### src/iep_pkg.sv
// constants and register map for the interrupt enable and priority block
// Notes on behaviour
// - enable bit 1 passes its source request (to dma_ch5_irq_o only at nonzero priority), 0 blocks it
// - unimplemented bits ignore writes and read back as zero
// - each priority field resets to binary 100, level four
// - enable bank three bit 13 is DMA channel 5 enable, reset clear
// - enable bank five: uart c tx bit 3, rx bit 2, error bit 1
`default_nettype none
package iep_pkg;
    localparam int REG_W = 16;
    localparam int ADDR_W = 4;
    // byte offsets of the registers
    localparam logic [ADDR_W-1:0] OFS_ENABLE_BANK_THREE = 4'h0;
    localparam logic [ADDR_W-1:0] OFS_ENABLE_BANK_FIVE = 4'h4;
    localparam logic [ADDR_W-1:0] OFS_PRIORITY_BANK_THREE = 4'h8;
    localparam logic [ADDR_W-1:0] OFS_PRIORITY_UART_EF = 4'hc;
    // implemented bit masks
    localparam logic [REG_W-1:0] MASK_ENABLE_BANK_THREE = 16'hffe0;
    localparam logic [REG_W-1:0] MASK_ENABLE_BANK_FIVE = 16'h000e;
    localparam logic [REG_W-1:0] MASK_PRIORITY = 16'h7777;
    // reset values
    localparam logic [REG_W-1:0] RST_ENABLE = 16'h0000;
    localparam logic [REG_W-1:0] RST_PRIORITY = 16'h4444;
    // field positions
    localparam int BIT_DMA_CH5_IRQ_ENABLE = 13;
    localparam int BIT_UART_C_TX_IRQ_ENABLE = 3;
    localparam int BIT_UART_C_RX_IRQ_ENABLE = 2;
    localparam int BIT_UART_C_ERR_IRQ_ENABLE = 1;
    localparam int PRIO_FIELD_W = 3;
    localparam int PRIO_FIELDS = 4;
    localparam int PRIO_STRIDE = 4;
    localparam logic [REG_W-1:0] READ_NOT_MAPPED = 16'h0000;
endpackage : iep_pkg
`default_nettype wire

### src/iep_top.sv
// avalon-mm register block for interrupt enables and priorities
//
// The Avalon-MM interface to the registers and the register addresses are this design's own decisions.
`default_nettype none
module iep_top (
    input wire logic sys_clk_i,
    input wire logic reset_i,
    input wire logic [iep_pkg::ADDR_W-1:0] avs_address_i,
    input wire logic avs_read_i,
    input wire logic avs_write_i,
    input wire logic [31:0] avs_writedata_i,
    input wire logic [3:0] avs_byteenable_i,
    output logic [31:0] avs_readdata_o,
    output logic avs_waitrequest_o,
    input wire logic [15:0] bank3_request_i,
    input wire logic [15:0] bank5_request_i,
    output logic [15:0] bank3_enabled_o,
    output logic [15:0] bank5_enabled_o,
    output logic [15:0] bank3_priority_o,
    output logic [15:0] uart_ef_priority_o,
    output logic dma_ch5_irq_o,
    output logic [2:0] uart_f_tx_level_o
);
    typedef enum logic [1:0] {
        IEP_IDLE = 2'b00,
        IEP_ACK = 2'b01
    } iep_state_t;

    iep_state_t state_reg;
    logic [15:0] en3;
    logic [15:0] en5;
    logic [15:0] pr3;
    logic [15:0] pr_uart;
    logic [3:0] wr_sel;
    logic word_write;
    logic [15:0] rd_next;

    function automatic logic [15:0] pick(
        input logic [iep_pkg::ADDR_W-1:0] a,
        input logic [15:0] e3, e5, p3, pu);
        case (a)
            iep_pkg::OFS_ENABLE_BANK_THREE: pick = e3;
            iep_pkg::OFS_ENABLE_BANK_FIVE: pick = e5;
            iep_pkg::OFS_PRIORITY_BANK_THREE: pick = p3;
            iep_pkg::OFS_PRIORITY_UART_EF: pick = pu;
            default: pick = iep_pkg::READ_NOT_MAPPED;
        endcase
    endfunction : pick

    // writes only take effect when both low byte lanes are enabled
    assign word_write = avs_write_i && (state_reg == IEP_IDLE)
        && (avs_byteenable_i[1:0] == 2'b11);
    assign wr_sel[0] = word_write
        && avs_address_i == iep_pkg::OFS_ENABLE_BANK_THREE;
    assign wr_sel[1] = word_write
        && avs_address_i == iep_pkg::OFS_ENABLE_BANK_FIVE;
    assign wr_sel[2] = word_write
        && avs_address_i == iep_pkg::OFS_PRIORITY_BANK_THREE;
    assign wr_sel[3] = word_write
        && avs_address_i == iep_pkg::OFS_PRIORITY_UART_EF;
    assign rd_next = pick(avs_address_i, en3, en5, pr3, pr_uart);

    iep_reg16 #(.MASK(iep_pkg::MASK_ENABLE_BANK_THREE),
        .RESET_VALUE(iep_pkg::RST_ENABLE)) u_en3 (
        .sys_clk_i(sys_clk_i), .reset_i(reset_i), .write_i(wr_sel[0]),
        .wdata_i(avs_writedata_i[15:0]), .value_o(en3));
    iep_reg16 #(.MASK(iep_pkg::MASK_ENABLE_BANK_FIVE),
        .RESET_VALUE(iep_pkg::RST_ENABLE)) u_en5 (
        .sys_clk_i(sys_clk_i), .reset_i(reset_i), .write_i(wr_sel[1]),
        .wdata_i(avs_writedata_i[15:0]), .value_o(en5));
    iep_reg16 #(.MASK(iep_pkg::MASK_PRIORITY),
        .RESET_VALUE(iep_pkg::RST_PRIORITY)) u_pr3 (
        .sys_clk_i(sys_clk_i), .reset_i(reset_i), .write_i(wr_sel[2]),
        .wdata_i(avs_writedata_i[15:0]), .value_o(pr3));
    iep_reg16 #(.MASK(iep_pkg::MASK_PRIORITY),
        .RESET_VALUE(iep_pkg::RST_PRIORITY)) u_pru (
        .sys_clk_i(sys_clk_i), .reset_i(reset_i), .write_i(wr_sel[3]),
        .wdata_i(avs_writedata_i[15:0]), .value_o(pr_uart));

    // bus handshake: one wait cycle, answer on the second edge
    always_ff @(posedge sys_clk_i) begin
        if (reset_i) begin
            state_reg <= IEP_IDLE;
        end else begin
            case (state_reg)
                IEP_IDLE: begin
                    if (avs_read_i || avs_write_i) begin
                        state_reg <= IEP_ACK;
                    end
                end
                IEP_ACK: state_reg <= IEP_IDLE;
                default: state_reg <= IEP_IDLE;
            endcase
        end
    end

    always_ff @(posedge sys_clk_i) begin
        if (reset_i) begin
            avs_waitrequest_o <= 1'b1;
        end else begin
            avs_waitrequest_o <= !((state_reg == IEP_IDLE)
                && (avs_read_i || avs_write_i));
        end
    end

    always_ff @(posedge sys_clk_i) begin
        if (reset_i) begin
            avs_readdata_o <= 32'h0000_0000;
        end else if (avs_read_i && state_reg == IEP_IDLE) begin
            avs_readdata_o <= {16'h0000, rd_next};
        end
    end

    // gated requests and register images
    always_ff @(posedge sys_clk_i) begin
        if (reset_i) begin
            bank3_enabled_o <= 16'h0000;
            bank5_enabled_o <= 16'h0000;
            bank3_priority_o <= iep_pkg::RST_PRIORITY;
            uart_ef_priority_o <= iep_pkg::RST_PRIORITY;
        end else begin
            bank3_enabled_o <= bank3_request_i & en3;
            bank5_enabled_o <= bank5_request_i & en5;
            bank3_priority_o <= pr3;
            uart_ef_priority_o <= pr_uart;
        end
    end

    iep_gate u_dma5 (
        .sys_clk_i(sys_clk_i), .reset_i(reset_i),
        .request_i(bank3_request_i[iep_pkg::BIT_DMA_CH5_IRQ_ENABLE]),
        .enable_i(en3[iep_pkg::BIT_DMA_CH5_IRQ_ENABLE]),
        .priority_i(pr_uart[14:12]),
        .pending_o(dma_ch5_irq_o), .level_o());
    iep_gate u_uf_tx (
        .sys_clk_i(sys_clk_i), .reset_i(reset_i),
        .request_i(bank5_request_i[iep_pkg::BIT_UART_C_TX_IRQ_ENABLE]),
        .enable_i(en5[iep_pkg::BIT_UART_C_TX_IRQ_ENABLE]),
        .priority_i(pr_uart[14:12]),
        .pending_o(), .level_o(uart_f_tx_level_o));
endmodule : iep_top
`default_nettype wire

### src/iep_reg16.sv
// one 16-bit software register with a write mask and reset value
`default_nettype none
module iep_reg16 #(
    parameter logic [15:0] MASK = 16'hffff,
    parameter logic [15:0] RESET_VALUE = 16'h0000
) (
    input wire logic sys_clk_i,
    input wire logic reset_i,
    input wire logic write_i,
    input wire logic [15:0] wdata_i,
    output logic [15:0] value_o
);
    always_ff @(posedge sys_clk_i) begin
        if (reset_i) begin
            value_o <= RESET_VALUE & MASK;
        end else if (write_i) begin
            value_o <= wdata_i & MASK;
        end
    end
endmodule : iep_reg16
`default_nettype wire

### src/iep_gate.sv
// gates source requests by enable and attaches priority level
`default_nettype none
module iep_gate (
    input wire logic sys_clk_i,
    input wire logic reset_i,
    input wire logic request_i,
    input wire logic enable_i,
    input wire logic [2:0] priority_i,
    output logic pending_o,
    output logic [2:0] level_o
);
    always_ff @(posedge sys_clk_i) begin
        if (reset_i) begin
            pending_o <= 1'b0;
            level_o <= 3'h0;
        end else begin
            pending_o <= request_i & enable_i & (priority_i != 3'h0);
            level_o <= (request_i & enable_i) ? priority_i : 3'h0;
        end
    end
endmodule : iep_gate
`default_nettype wire

### config.mk
export PLATFORM = sky130hd
export DESIGN_NAME = iep_top
export DESIGN_NICKNAME = d
export VERILOG_FILES = /design/src/iep_pkg.sv /design/src/iep_top.sv /design/src/iep_reg16.sv /design/src/iep_gate.sv
export SDC_FILE = /design/constraint.sdc
export NUM_CORES = 1
export LEC_CHECK = 0
export BUFFER_PORTS_ARGS = -buffer_cell sky130_fd_sc_hd__buf_2
export CELL_PAD_IN_SITES_DETAIL_PLACEMENT = 1
export CELL_PAD_IN_SITES_GLOBAL_PLACEMENT = 1
export CORE_ASPECT_RATIO = 0.5
export CORE_MARGIN = 3
export CORE_UTILIZATION = 37
export DETAILED_ROUTE_END_ITERATION = 7
export GPL_TIMING_DRIVEN = 0
export PLACE_DENSITY = 0.86
export REMOVE_ABC_BUFFERS = 1
export SLEW_MARGIN = 20
export SYNTH_ARGS = -nofsm -noshare
export SYNTH_HDL_FRONTEND = slang
export SYNTH_SLANG_ARGS = --single-unit
### constraint.sdc
create_clock -name sys_clk_i -period 4.4 [get_ports sys_clk_i]
set_input_delay 0.44 -clock sys_clk_i [delete_from_list [all_inputs] [get_ports sys_clk_i]]
set_output_delay 0.44 -clock sys_clk_i [all_outputs]
set_load 0.02 [all_outputs]
==> impl_metrics.csv <==
group,metric,value,unit
clock_network,cts_resized,0,
synthesis,syn_inst,392,
drt,drc,0,
sta,fin_crit_sh,49.5,%
sta,rsz0062_at_grt,"no",
synthesis,synth_flop_cell,"dfxtp_1",
final_layout,insertedDiodeCount,0,
global_routing,grtUsageTotal,17.6,%
worst_setup_path,cp-start-kind,"flip-flop",
synthesis,synth-edff-count,0,
place,hpwl,7040,um
synthesis,yosysTopAreaCell,"dfxtp_1",
power,power_density,394,mW/mm2
clock_network,cts_num_sinks,98,
place,port_buffers,98,
worst_setup_path,cp_num_buf_inv,0,
synthesis,ys_seq_elements,98,
final_layout,area_growth,17.5,%
final_layout,fill_cells,1162,
synthesis,yosysUniqueCellTypes,41,
clock_network,root_buffer,"clkbuf_16",
global_routing,grt_first_pass_wirelength,16100,um
sta,hold_violations,0,
worst_setup_path,critPathSlowestCell,"nand4b_1",
global_routing,grt_pass1_vias,3159,
synthesis,synthArstFlopShare,0,%
drt,antenna_left,0,
drt,drtPass1Iterations,4,
sta,worst_pin_slew,1.15,ns
clock_network,cts_max_level,3,
power,p_leak,1.91,nW
final_layout,drive_above_1_share,29.8,%
drt,vias_per_cell,4.87,
worst_setup_path,critPathMaxStageDelay,0.96,ns
sta,final_max_slew_viol_count,0,
clock_network,cts_tree,"done",
final_layout,top_register,"avs_readdata_o",
die,dieArea,0.0118,mm2
worst_setup_path,crit_required,4.61,ns
worst_setup_path,crit_chain,"nand4b_1, o21ai_0, a21oi_1",
clock_network,clk_pin_slew,0.07,ns
synthesis,yosysMostFrequentCell,"dfxtp_1",
drt,vias,3011,
global_routing,antenna_found_initial,0,
drt,routed_wl,10300,um
worst_setup_path,crit_path_max_fanout,22,
die,core-area,0.00982,mm2
synthesis,ys_seq_area_share,50.6,%
clock_network,post_cts_buffers,0,
die,die_w,151,um
drt,drtIter0Drc,168,
drt,routedWlPerCell,16.7,um
final_layout,utilization,46.4,%
job,max_cap_viol_count,0,
sta,setup_viol,0,
global_routing,overflow,0,
sta,max_freq,0.459,GHz
synthesis,synth_area_per_cell,9.89,um2
worst_setup_path,path_class,"reg -> reg",
die,io_pins,177,
synthesis,synthTopCellsByCount,"98 x dfxtp_1, 42 x buf_4, 28 x a21oi_1",
power,ir_drop,0.256,mV
synthesis,synth_area_leaders,"dfxtp_1 51%, buf_4 8.1%, nor2b_1 4.4%, a21oi_1 3.6%, nand3_1 3.1%",
clock_network,worstSkewPairLatency,0.35,ns
final_layout,largest_reg_flops,16,
worst_setup_path,crit_path_end_kind,"flip-flop",
run_status,status,"completed",
global_routing,grt_max_degree,56,
clock_network,cts_hold_buf,0,
place,gp_congestion,0.695,
worst_setup_path,cp_top_family,"simple AND/OR/NAND/NOR gates",
sta,relSlewSlack,23.1,%
clock_network,clk_path_buf_depth,2,
synthesis,ys_warn_count,0,
synthesis,yosysTopAreaCellShare,50.6,%
die,start_util,39.5,%
sta,clock_skew,0.00787,ns
clock_network,cts_made_buffers,9,
final_layout,stdcell_area,0.00456,mm2
place,dpl_cell_area,0.00425,mm2
worst_setup_path,cp.arrival,2.39,ns
synthesis,netlist_area,0.00388,mm2
final_layout,nNetsFinal,554,
die,die_h,78.4,um
die,rows,25,
worst_hold_path,hold_path_class,"in -> reg",
sta,period_needed,2.18,ns
sta,fin_setup_tns,0,ns
==> path summary, 6_finish.rpt <==
kind	cells after the start	from	end	slack, ns
hold / removal	3	bank3_request_i[10]	bank3_enabled_o[10]	0.31
hold reg to reg	2	u_en3.value_o[15]	bank3_enabled_o[15]	0.45
setup / recovery	3	state_reg[0]	u_en5.value_o[3]	2.22
setup reg to reg	3	state_reg[0]	u_en5.value_o[3]	2.22
==> where the power goes <==
part	leakage (nW)	switching, W	internal, W
sequential	0.791	0.00000217	0.000890
combinational	0.980	0.0000906	0.0000293
clock	0.143	0.000343	0.000442
total	1.91	0.000435	0.00136
==> placed cells by master (no fill, tap or decap), drive strengths merged, types with 2 or more instances in the layout <==
| cell | synthesis | layout |
|---|---|---|
| mux2i | 4 | 4 |
| mux2 | 16 | 16 |
| dfxtp | 98 | 98 |
| and2 | 4 | 4 |
| o21ai | 22 | 22 |
| a211o | 4 | 4 |
| clkinv | 0 | 3 |
| nor2b | 27 | 27 |
| a21oi | 28 | 28 |
| and3 | 5 | 5 |
| inv | 5 | 6 |
| a32oi | 2 | 2 |
| nand3 | 24 | 24 |
| conb | 1 | 42 |
| nand4 | 4 | 4 |
| buf | 60 | 101 |
| o2bb2ai | 10 | 10 |
| nor2 | 26 | 26 |
| clkbuf | 7 | 10 |
| or4b | 2 | 2 |
| a22oi | 4 | 4 |
| or2 | 4 | 4 |
| nand2 | 21 | 21 |
| a222oi | 4 | 4 |
==> per-layer routing <==
metal	track usage, %	up-vias	part of all wire (%)
met4	5.70	0	0.96
met2	32.5	120	50
met1	19.7	1445	42
met3	4.50	10	7.0
li1	-	1436	-
met5	0	-	0
==> cell type report <==
class	instances	area [um2]	share of cell area [%]
flip-flops and latches	98	1960	43.1
multi-input cells	263	1580	34.7
repair buffers	101	532	11.7
clock buffers	10	229	5.02
well taps	135	169	3.71
clock inverters	6	65.1	1.43
inverters	5	18.8	0.412
==> stage by stage <==
stage	setup slack (ns)	instances	hold slack, ns	total power (W)
finish	2.22	618	0.313	0.00180
global placement	1.86	599	0.429	0.00103
floorplan	2.46	366	0.409	0.000973
CTS	2.00	617	0.305	0.00181
global route	2.17	618	0.318	0.00186
detailed placement	1.85	601	0.436	0.00103
==> worst reg2reg max path: cells and delay by family (launching register included) <==
kind,cells,cell delay (ns)
AO/OA/AOI/OAI,2,0.75
AND/OR/NAND/NOR,1,0.96
flip-flops,1,0.33
==> cells by family after synthesis <==
group,Yosys count,share of synthesized area (%)
compound gates,76,12.3
simple gates,125,18.1
other cells,1,0.0967
flops,98,50.6
buf+inv,72,12.6
mux,20,6.26
(Power assumes the default switching activity.)
